$ cat config.mk
export PLATFORM = sky130hd
export DESIGN_NAME = zhc_zone_heating_control
export DESIGN_NICKNAME = d
export VERILOG_FILES = /design/src/logic/zhc_zone_heating_control.v
export VERILOG_INCLUDE_DIRS = /design/src /design/src/pkg
export SDC_FILE = /design/constraint.sdc
export NUM_CORES = 2
export LEC_CHECK = 0
export ABC_AREA = 1
export BUFFER_PORTS_ARGS = -buffer_cell sky130_fd_sc_hd__buf_4
export CAP_MARGIN = 20
export CORE_ASPECT_RATIO = 0.7
export CORE_MARGIN = 3
export CORE_UTILIZATION = 35
export CTS_BUF_LIST = sky130_fd_sc_hd__clkbuf_2
export DETAILED_ROUTE_END_ITERATION = 8
export PLACE_DENSITY = 0.63
export SLEW_MARGIN = 20
export SYNTH_ARGS = -nofsm -noshare
export SYNTH_HDL_FRONTEND = slang
export SYNTH_SLANG_ARGS = --single-unit
$ cat constraint.sdc
create_clock -name mclk_in -period 46 [get_ports mclk_in]
set_input_delay 9.2 -clock mclk_in [delete_from_list [all_inputs] [get_ports mclk_in]]
set_output_delay 9.2 -clock mclk_in [all_outputs]
set_load 0.03 [all_outputs]
$ cat src/pkg/zhc_consts.vh
// Constants for the zone heating control block.
`ifndef ZHC_CONSTS_VH
`define ZHC_CONSTS_VH
// Temperatures are signed tenths of a degree.
`define ZHC_TEMP_W        12
`define ZHC_HYST_MIN      8'h01
`define ZHC_HYST_MAX      8'h64
`define ZHC_CAL_MIN       8'h9C
`define ZHC_CAL_MAX       8'h64
`define ZHC_MAX_ACT       3'h6
// Operating mode codes.
`define ZHC_MODE_NORMAL   2'h0
`define ZHC_MODE_HOLIDAY  2'h1
`define ZHC_MODE_ECO      2'h2
`define ZHC_MODE_COMFORT  2'h3
// LED indication mode codes.
`define ZHC_LED_ALARM     2'h0
`define ZHC_LED_CONTACT   2'h1
`define ZHC_LED_HEAT      2'h2
// Timing: clock rate in MHz and timebase period in microseconds.
`define ZHC_CLK_MHZ       250
`define ZHC_TICK_US       100000
`define ZHC_TICK_CYC      (`ZHC_CLK_MHZ * `ZHC_TICK_US)
// Window delay limit in minutes, expressed in 0.1 s ticks.
`define ZHC_WIN_MAX_MIN   30
`define ZHC_WIN_MAX_TICK  (`ZHC_WIN_MAX_MIN * 600)
// Registration answer window in seconds, in ticks.
`define ZHC_REG_TIMEOUT_S 120
`define ZHC_REG_TICKS     (`ZHC_REG_TIMEOUT_S * 10)
// LED blink half period in ticks.
`define ZHC_BLINK_TICKS   5
`endif
$ cat src/logic/zhc_zone_heating_control.v
// Zone heating regulator: demand, valve command, window, contact and LED logic.
//
// Functional notes
// Hysteresis 0.1 to 10 degrees, 0.1 step.
// Underheat set at setpoint minus hysteresis.
// Signed calibration offset added to reading.
// At most six actuators registered per zone.
// Delete-all clears every actuator registration.
// Actuator button hold requests its report.
// Valve opening clamped between minimum and maximum.
// Rising: close from setpoint-range to setpoint.
// Falling: open from setpoint-hyst to setpoint-range.
// Protection closes valves above setpoint plus range.
// Alarm commands the emergency opening.
// Window open: wait delay, then close.
// Zero window delay closes at once.
// Setpoint from zone mode or per-mode temperature.
// Timed setpoint expiry reverts to earlier setpoint.
// Disabled room sensor reading is not used.
// Unselected zone ignored for the contact.
// Activation delay before closing the contact.
// Remote contact mirrors the built-in contact.
// Contact mode: blink closed, steady open.
// Heat mode blinks on demand; alarm blinks.
// Outdoor reading never used for control.
// Demand cleared once temperature reaches setpoint.
// Registration fails without answer in 120 s.
`timescale 1ns/1ps
`default_nettype none
`include "zhc_consts.vh"
module zhc_zone_heating_control #(
  parameter integer TICK_CYC  = `ZHC_TICK_CYC,   // Cycles per 0.1 s timebase tick.
  parameter integer REG_TICKS = `ZHC_REG_TICKS   // Registration answer window in ticks.
) (
  // Clock and reset.
  input  wire        mclk_in,
  input  wire        reset_in,
  // Room sensor and calibration.
  input  wire [11:0] room_temp_in,
  input  wire        sensor_enable_in,
  input  wire [7:0]  cal_offset_in,
  input  wire [11:0] outdoor_temp_in,
  // Setpoint selection.
  input  wire [1:0]  op_mode_in,
  input  wire [11:0] zone_setpoint_in,
  input  wire [11:0] holiday_temp_in,
  input  wire [11:0] eco_temp_in,
  input  wire [11:0] comfort_temp_in,
  input  wire        timed_active_in,
  input  wire [11:0] timed_setpoint_in,
  // Regulation settings.
  input  wire [7:0]  hysteresis_in,
  input  wire [7:0]  range_in,
  input  wire [6:0]  min_open_in,
  input  wire [6:0]  max_open_in,
  input  wire [6:0]  emergency_open_in,
  input  wire        smooth_valve_modulation_in,
  input  wire        protection_in,
  input  wire        alarm_in,
  // Window sensor.
  input  wire        window_open_in,
  input  wire [10:0] window_delay_sec_in,
  // Actuator registration.
  input  wire        reg_start_in,
  input  wire        reg_answer_in,
  input  wire        delete_all_in,
  input  wire        act_report_req_in,
  input  wire [2:0]  act_report_idx_in,
  // Heat-request contact.
  input  wire        zone_selected_in,
  input  wire [15:0] contact_delay_ticks_in,
  input  wire        remote_registered_in,
  input  wire [1:0]  led_mode_in,
  // Outputs.
  output reg  [6:0]  valve_open_out,
  output reg         underheat_out,
  output reg  [2:0]  act_count_out,
  output reg         reg_busy_out,
  output reg         reg_ok_out,
  output reg         reg_fail_out,
  output reg         act_report_out,
  output reg  [2:0]  act_report_sel_out,
  output reg         contact_out,
  output reg         remote_contact_out,
  output reg         led_out,
  output reg  [11:0] outdoor_display_out
);

  // Window delay in seconds, converted to ticks (ten per second).
  localparam integer WIN_MAX_SEC = `ZHC_WIN_MAX_MIN * 60;

  // Window pin synchroniser, three stages.
  reg [2:0] win_sync;
  // Debounced window level, changed only when stages two and three agree.
  reg       win_level;

  // Timebase divider producing one-cycle tick enables.
  reg [31:0] tick_cnt;
  reg        tick;

  // Held room reading, retained when the sensor is disabled.
  reg signed [12:0] room_cal;
  // Active setpoint, chosen by mode and timed override.
  reg signed [12:0] setpoint;
  // Hysteresis and offset clamped into their legal ranges.
  reg [7:0] hyst_eff;
  reg signed [7:0] cal_eff;
  // Derived thresholds.
  reg signed [13:0] thr_low;    // Setpoint minus hysteresis.
  reg signed [13:0] thr_range;  // Setpoint minus range.
  reg signed [13:0] thr_prot;   // Setpoint plus range.
  // Proportional opening computed combinationally.
  reg [6:0] lo_open;
  reg [6:0] hi_open;
  reg [6:0] next_valve;
  reg [20:0] ramp;
  // Direction memory for the two ramps.
  reg rising;
  reg signed [12:0] prev_temp;
  // Window delay counter and close request.
  reg [15:0] win_cnt;
  reg        win_close;
  // Registration timer.
  reg [15:0] reg_cnt;
  // Contact delay counter.
  reg [15:0] con_cnt;
  // Blink timer.
  reg [3:0]  blink_cnt;
  reg        blink;

  // Window pin synchroniser and filter.
  always @(posedge mclk_in or posedge reset_in) begin
    if (reset_in) begin
      win_sync  <= 3'h0;
      win_level <= 1'b0;
    end else begin
      win_sync <= {win_sync[1:0], window_open_in};
      // A change is accepted only once the last two stages agree.
      if (win_sync[1] == win_sync[2]) begin
        win_level <= win_sync[2];
      end
    end
  end

  // Timebase divider: one pulse per 0.1 s.
  always @(posedge mclk_in or posedge reset_in) begin
    if (reset_in) begin
      tick_cnt <= 32'h0000_0000;
      tick     <= 1'b0;
    end else if (tick_cnt >= TICK_CYC - 1) begin
      tick_cnt <= 32'h0000_0000;
      tick     <= 1'b1;
    end else begin
      tick_cnt <= tick_cnt + 32'h0000_0001;
      tick     <= 1'b0;
    end
  end

  // Setting clamps and setpoint selection.
  always @* begin
    // Hysteresis is held within 0.1 to 10 degrees.
    if (hysteresis_in < `ZHC_HYST_MIN) begin
      hyst_eff = `ZHC_HYST_MIN;
    end else if (hysteresis_in > `ZHC_HYST_MAX) begin
      hyst_eff = `ZHC_HYST_MAX;
    end else begin
      hyst_eff = hysteresis_in;
    end
    // Offset is held within -10 to +10 degrees.
    if ($signed(cal_offset_in) < $signed(`ZHC_CAL_MIN)) begin
      cal_eff = $signed(`ZHC_CAL_MIN);
    end else if ($signed(cal_offset_in) > $signed(`ZHC_CAL_MAX)) begin
      cal_eff = $signed(`ZHC_CAL_MAX);
    end else begin
      cal_eff = $signed(cal_offset_in);
    end
    // In normal mode the timed setpoint overrides; on expiry the zone setpoint is used again.
    case (op_mode_in)
      `ZHC_MODE_HOLIDAY: setpoint = $signed({holiday_temp_in[11], holiday_temp_in});
      `ZHC_MODE_ECO:     setpoint = $signed({eco_temp_in[11], eco_temp_in});
      `ZHC_MODE_COMFORT: setpoint = $signed({comfort_temp_in[11], comfort_temp_in});
      default: begin
        if (timed_active_in) begin
          setpoint = $signed({timed_setpoint_in[11], timed_setpoint_in});
        end else begin
          setpoint = $signed({zone_setpoint_in[11], zone_setpoint_in});
        end
      end
    endcase
    thr_low   = $signed({setpoint[12], setpoint}) - $signed({6'h00, hyst_eff});
    thr_range = $signed({setpoint[12], setpoint}) - $signed({6'h00, range_in});
    thr_prot  = $signed({setpoint[12], setpoint}) + $signed({6'h00, range_in});
  end

  // Calibrated reading, frozen while the sensor is disabled.
  always @(posedge mclk_in or posedge reset_in) begin
    if (reset_in) begin
      room_cal  <= 13'h0000;
      prev_temp <= 13'h0000;
      rising    <= 1'b0;
    end else if (sensor_enable_in) begin
      room_cal  <= $signed({room_temp_in[11], room_temp_in}) + $signed({{5{cal_eff[7]}}, cal_eff});
      prev_temp <= room_cal;
      if (room_cal > prev_temp) begin
        rising <= 1'b1;
      end else if (room_cal < prev_temp) begin
        rising <= 1'b0;
      end
    end
  end

  // Proportional opening between min and max with clamps and overrides.
  always @* begin
    // Limits are reordered if set crossed, so the clamp never inverts.
    lo_open = (min_open_in < max_open_in) ? min_open_in : max_open_in;
    hi_open = (min_open_in < max_open_in) ? max_open_in : min_open_in;
    ramp    = 21'h00_0000;
    next_valve = hi_open;
    if (alarm_in) begin
      next_valve = emergency_open_in;
    end else if (win_close) begin
      next_valve = 7'h00;
    end else if (smooth_valve_modulation_in && protection_in
                 && {room_cal[12], room_cal} > thr_prot) begin
      next_valve = 7'h00;
    end else if (!smooth_valve_modulation_in) begin
      // Plain on/off from the demand flag.
      next_valve = underheat_out ? hi_open : lo_open;
    end else if (rising) begin
      // Ramp down from setpoint-range to setpoint.
      if ({room_cal[12], room_cal} <= thr_range || range_in == 8'h00) begin
        next_valve = (range_in == 8'h00 && room_cal >= setpoint) ? lo_open : hi_open;
      end else if (room_cal >= setpoint) begin
        next_valve = lo_open;
      end else begin
        ramp = ({14'h0000, hi_open - lo_open}
                * {8'h00, setpoint - room_cal}) / {13'h0000, range_in};
        next_valve = lo_open + ramp[6:0];
      end
    end else begin
      // Ramp up from setpoint-hysteresis to setpoint-range.
      if ({room_cal[12], room_cal} <= thr_range) begin
        next_valve = hi_open;
      end else if ({room_cal[12], room_cal} >= thr_low || range_in <= {1'b0, hyst_eff}) begin
        next_valve = ({room_cal[12], room_cal} >= thr_low) ? lo_open : hi_open;
      end else begin
        ramp = ({14'h0000, hi_open - lo_open}
                * {7'h00, thr_low - {room_cal[12], room_cal}})
               / {13'h0000, range_in - hyst_eff};
        next_valve = lo_open + ramp[6:0];
      end
    end
    // Openings other than the alarm, window and protection overrides respect the limits.
    if (!alarm_in && !win_close && next_valve != 7'h00) begin
      if (next_valve < lo_open) next_valve = lo_open;
      if (next_valve > hi_open) next_valve = hi_open;
    end
  end

  // Demand flag and valve command registers.
  always @(posedge mclk_in or posedge reset_in) begin
    if (reset_in) begin
      underheat_out       <= 1'b0;
      valve_open_out      <= 7'h00;
      outdoor_display_out <= 12'h000;
    end else begin
      // Outdoor reading only reaches the display path.
      outdoor_display_out <= outdoor_temp_in;
      valve_open_out      <= next_valve;
      if ({room_cal[12], room_cal} <= thr_low) begin
        underheat_out <= 1'b1;
      end else if (room_cal >= setpoint) begin
        underheat_out <= 1'b0;
      end
    end
  end

  // Window delay: counts ticks while open, closes valves when it expires.
  always @(posedge mclk_in or posedge reset_in) begin
    if (reset_in) begin
      win_cnt   <= 16'h0000;
      win_close <= 1'b0;
    end else if (!win_level) begin
      win_cnt   <= 16'h0000;
      win_close <= 1'b0;
    end else if (window_delay_sec_in == 11'h000) begin
      win_close <= 1'b1;
    end else if (win_cnt >= {5'h00, ((window_delay_sec_in > WIN_MAX_SEC[10:0]) ?
                 WIN_MAX_SEC[10:0] : window_delay_sec_in)} * 16'h000A) begin
      win_close <= 1'b1;
    end else if (tick) begin
      win_cnt <= win_cnt + 16'h0001;
    end
  end

  // Actuator registration, deletion and report requests.
  always @(posedge mclk_in or posedge reset_in) begin
    if (reset_in) begin
      act_count_out      <= 3'h0;
      reg_busy_out       <= 1'b0;
      reg_ok_out         <= 1'b0;
      reg_fail_out       <= 1'b0;
      reg_cnt            <= 16'h0000;
      act_report_out     <= 1'b0;
      act_report_sel_out <= 3'h0;
    end else begin
      reg_ok_out     <= 1'b0;
      reg_fail_out   <= 1'b0;
      act_report_out <= 1'b0;
      // A held button on a known actuator presents its report.
      if (act_report_req_in && act_report_idx_in < act_count_out) begin
        act_report_out     <= 1'b1;
        act_report_sel_out <= act_report_idx_in;
      end
      if (delete_all_in) begin
        act_count_out <= 3'h0;
        reg_busy_out  <= 1'b0;
      end else if (reg_start_in && !reg_busy_out) begin
        if (act_count_out >= `ZHC_MAX_ACT) begin
          reg_fail_out <= 1'b1;
        end else begin
          reg_busy_out <= 1'b1;
          reg_cnt      <= 16'h0000;
        end
      end else if (reg_busy_out) begin
        if (reg_answer_in) begin
          reg_busy_out  <= 1'b0;
          reg_ok_out    <= 1'b1;
          act_count_out <= act_count_out + 3'h1;
        end else if (reg_cnt >= REG_TICKS[15:0]) begin
          reg_busy_out <= 1'b0;
          reg_fail_out <= 1'b1;
        end else if (tick) begin
          reg_cnt <= reg_cnt + 16'h0001;
        end
      end
    end
  end

  // Heat-request contact with activation delay and remote mirror.
  always @(posedge mclk_in or posedge reset_in) begin
    if (reset_in) begin
      con_cnt            <= 16'h0000;
      contact_out        <= 1'b0;
      remote_contact_out <= 1'b0;
    end else begin
      // Remote follows the built-in contact when registered.
      remote_contact_out <= remote_registered_in & contact_out;
      if (!(zone_selected_in && underheat_out)) begin
        con_cnt     <= 16'h0000;
        contact_out <= 1'b0;
      end else if (con_cnt >= contact_delay_ticks_in) begin
        contact_out <= 1'b1;
      end else if (tick) begin
        con_cnt <= con_cnt + 16'h0001;
      end
    end
  end

  // Status LED blink generator and indication modes.
  always @(posedge mclk_in or posedge reset_in) begin
    if (reset_in) begin
      blink_cnt <= 4'h0;
      blink     <= 1'b0;
      led_out   <= 1'b0;
    end else begin
      if (tick) begin
        if (blink_cnt >= `ZHC_BLINK_TICKS - 1) begin
          blink_cnt <= 4'h0;
          blink     <= ~blink;
        end else begin
          blink_cnt <= blink_cnt + 4'h1;
        end
      end
      case (led_mode_in)
        `ZHC_LED_CONTACT: led_out <= contact_out ? blink : 1'b1;
        `ZHC_LED_HEAT:    led_out <= underheat_out ? blink : 1'b1;
        `ZHC_LED_ALARM:   led_out <= alarm_in ? blink : 1'b0;
        default:          led_out <= 1'b0;
      endcase
    end
  end

endmodule
`default_nettype wire

==> run metrics <==
Tcrit/Tclk final=112%; Crit path top cell by count=nand2_2; commonest cells after routing, fill and taps aside=buf_4 (2,425), nand2_1 (1,205), inv_1 (898); commonest non-fill, non-tap cell in the layout=buf_4; WHS=0.396 ns; GPL Wtd Cong=0.924; yosys warns=0; clock tree buffer depth=2; Mapped Cells=5,839; Tmin final=51.36 ns; number of buffers created by CTS=17; post-route ant nets=0; slowest library cell on the worst path=fa_1; post-layout util=58.3%; Crit path required time=46.96 ns; Avg WL per Cell=14.9 um; WL final=144 mm; P&R area growth vs syn=64.6%; Core ar.=107,000 um^2; r2r endpoint=valve_open_out[2]$_DFF_PP0_; Max Cap Violations=0; initial antenna violation count=6; post-synthesis sequential area ratio=10.0%; Worst Hold End=win_sync[1]$_DFF_PP0_; pin count of the biggest net entering global routing=84; share of layout cells above drive strength 1=42.2%; Fin. Hold Viols=0; Total Nets Final=9,120; Worst EP arrival=52.31 ns; RSZ-0062 raised after global routing=yes; clk_lat worst skew=1.09 ns; # H-tree levels=4; Clock Pin Slew Worst Setup and Hold Paths=0.31 ns; Ports=210; Fmax achieved=0.0195 GHz; Startpoint Class=input port; CP Class=input port to flop; DP HPWL=104 mm; vias=47,718; CTS tree=built; min-delay worst type=flop to flop; crit-path max cell delay=0.52 ns; EDFF count, synth=0; FF-to-FF Start=room_cal[1]$_DFFE_PP0P_; number of fill cells=9,175; Least-Margin Pin Slew=1.11 ns; worst r2r path cells=342; CTS Sinks=151; die width=398 um; starting density of the core=35.4%; # port buffers=209; Synth Cell Area=37,700 um^2; total global-route track usage=23.9%; worst reg-to-reg setup slack=3.43 ns; Via density=4.92; Synth async-reset ratio=100%; Initial DRT Pass Iterations=6; die area=112,000 um^2; Seq cells post-synth=151; Setup Viol. Count Final=7; prevailing post-synth register cell=dfrtp_1; Hold Path Depth=0; Avg Inst Size Synth=6.46 um^2; Synth cell types=81; Die Height=281 um; Pins Over Slew Limit=0; hold path startpoint=win_sync[0]$_DFF_PP0_; critical path capture point type=flop; Root Buffer=clkbuf_2; violated checks=negative setup slack; total gr overflow=0; row cnt=100; CP max FO=7; initial DRC count=2,922; drt drc=0; Rel. slew slack=25.6%; fin worst setup slack=-5.36 ns; clock skew=0.121 ns; vias in the first global route=46,703; first-pass GRT wire length=224 mm; status=complete, but fails checks
-- stage by stage --
step | instances | worst slack, ns | area (um^2) | TNS [ns]
after CTS | 9593 | -3.52 | 59600 | -24.10
after detailed placement | 8948 | -9.42 | 52800 | -65.03
after global placement | 8948 | -8.48 | 52800 | -58.73
final | 9704 | -5.36 | 62100 | -36.93
after floorplan | 5847 | -6.98 | 38300 | -48.19
after global routing | 9704 | -7.86 | 62100 | -54.50
-- final cells by class --
type / count / area [um^2] / share of cell area (%)
Inverter: 1015 / 3910 / 6.29
Tap cell: 1428 / 1790 / 2.88
Multi-Input combinational cell: 4600 / 33600 / 54.0
Timing Repair Buffer: 2470 / 18800 / 30.2
Clock inverter: 15 / 178 / 0.286
Timing Repair inverter: 3 / 21.3 / 0.0342
Sequential cell: 151 / 3780 / 6.08
Antenna cell: 5 / 12.5 / 0.0201
Clock buffer: 17 / 85.1 / 0.137
-- synth_stat cells (39+ instances only) --
library cell     n  area (um^2)
nor2_1         487         1830
a21oi_1        349         1750
o21ai_0        341         1710
xnor2_1         99          867
nand2_2         71          444
o21bai_1        57          428
nand4_1        103          644
nand2_1       1346         5050
nand3_2         49          490
clkbuf_1        59          221
o21ai_1         39          195
ha_1           562         7030
nand3_1        277         1390
dfrtp_1        151         3780
nor3_1          88          440
xor2_1         218         1910
fa_1           123         2460
inv_1          974         3660
-- worst max-delay path, delay by kind of cell --
| family | cells | cell delay, ns |
|---|---|---|
| AOI/OAI and AO/OA | 99 | 13.23 |
| xor gates and xnor gates | 4 | 0.59 |
| adders and majority gates | 33 | 9.39 |
| buffers and inverters | 90 | 8.13 |
| and+or+nand+nor | 127 | 11.62 |
-- flip-flops by register name (all words and copies together) (netlist names), 4 cells and up --
name                 cells
tick_cnt                32
con_cnt                 16
reg_cnt                 16
win_cnt                 16
prev_temp               13
room_cal                13
outdoor_display_out     12
valve_open_out           7
blink_cnt                4
-- what timing repair did --
item	in CTS	in global routing
hold buffers	0	0
gates resized for setup	523	350
endpoints found under the setup margin	7	7
pin swaps	461	348
buffers inserted	607	106
gates cloned	7	1
-- kinds of logic (layout without fill, tap and decap cells) --
| family | count (synthesis) | after routing | synth area share [%] |
|---|---|---|---|
| AND/OR/NAND/NOR | 2597 | 2598 | 31.0 |
| buffers and inverters | 1097 | 3520 | 11.3 |
| flip-flops | 151 | 151 | 10.0 |
| multiplexers | 1 | 1 | 0.0265 |
| adder cells (fa/ha/maj) | 686 | 686 | 25.2 |
| other | 2 | 15 | 0.0199 |
| XOR/XNOR | 319 | 319 | 7.45 |
| AO/OA/AOI/OAI | 986 | 986 | 15.0 |
-- metal layers --
layer / GRT usage [%] / wire length, um / part of all wire [%]
met3: 4.00 / 8300 / 5.8
met1: 31.1 / 63500 / 44
met2: 40.9 / 68600 / 48
met5: 0 / 34 / 0.024
met4: 6.47 / 3900 / 2.7
-- worst max path at each step --
stage | from | to | slack, ns | cells past startpoint
floorplan | op_mode_in[1] | valve_open_out[0]$_DFF_PP0_ | -6.98 | 363
global placement | min_open_in[2] | valve_open_out[1]$_DFF_PP0_ | -8.48 | 345
detailed placement | min_open_in[2] | valve_open_out[1]$_DFF_PP0_ | -9.42 | 344
CTS | max_open_in[2] | valve_open_out[4]$_DFF_PP0_ | -3.52 | 349
global route | hysteresis_in[1] | valve_open_out[2]$_DFF_PP0_ | -7.86 | 346
finish | hysteresis_in[1] | valve_open_out[2]$_DFF_PP0_ | -5.36 | 353
Power is left out: the tool's default activity adds up to more than one toggle a clock period on the data nets, which glitch-free logic cannot reach.
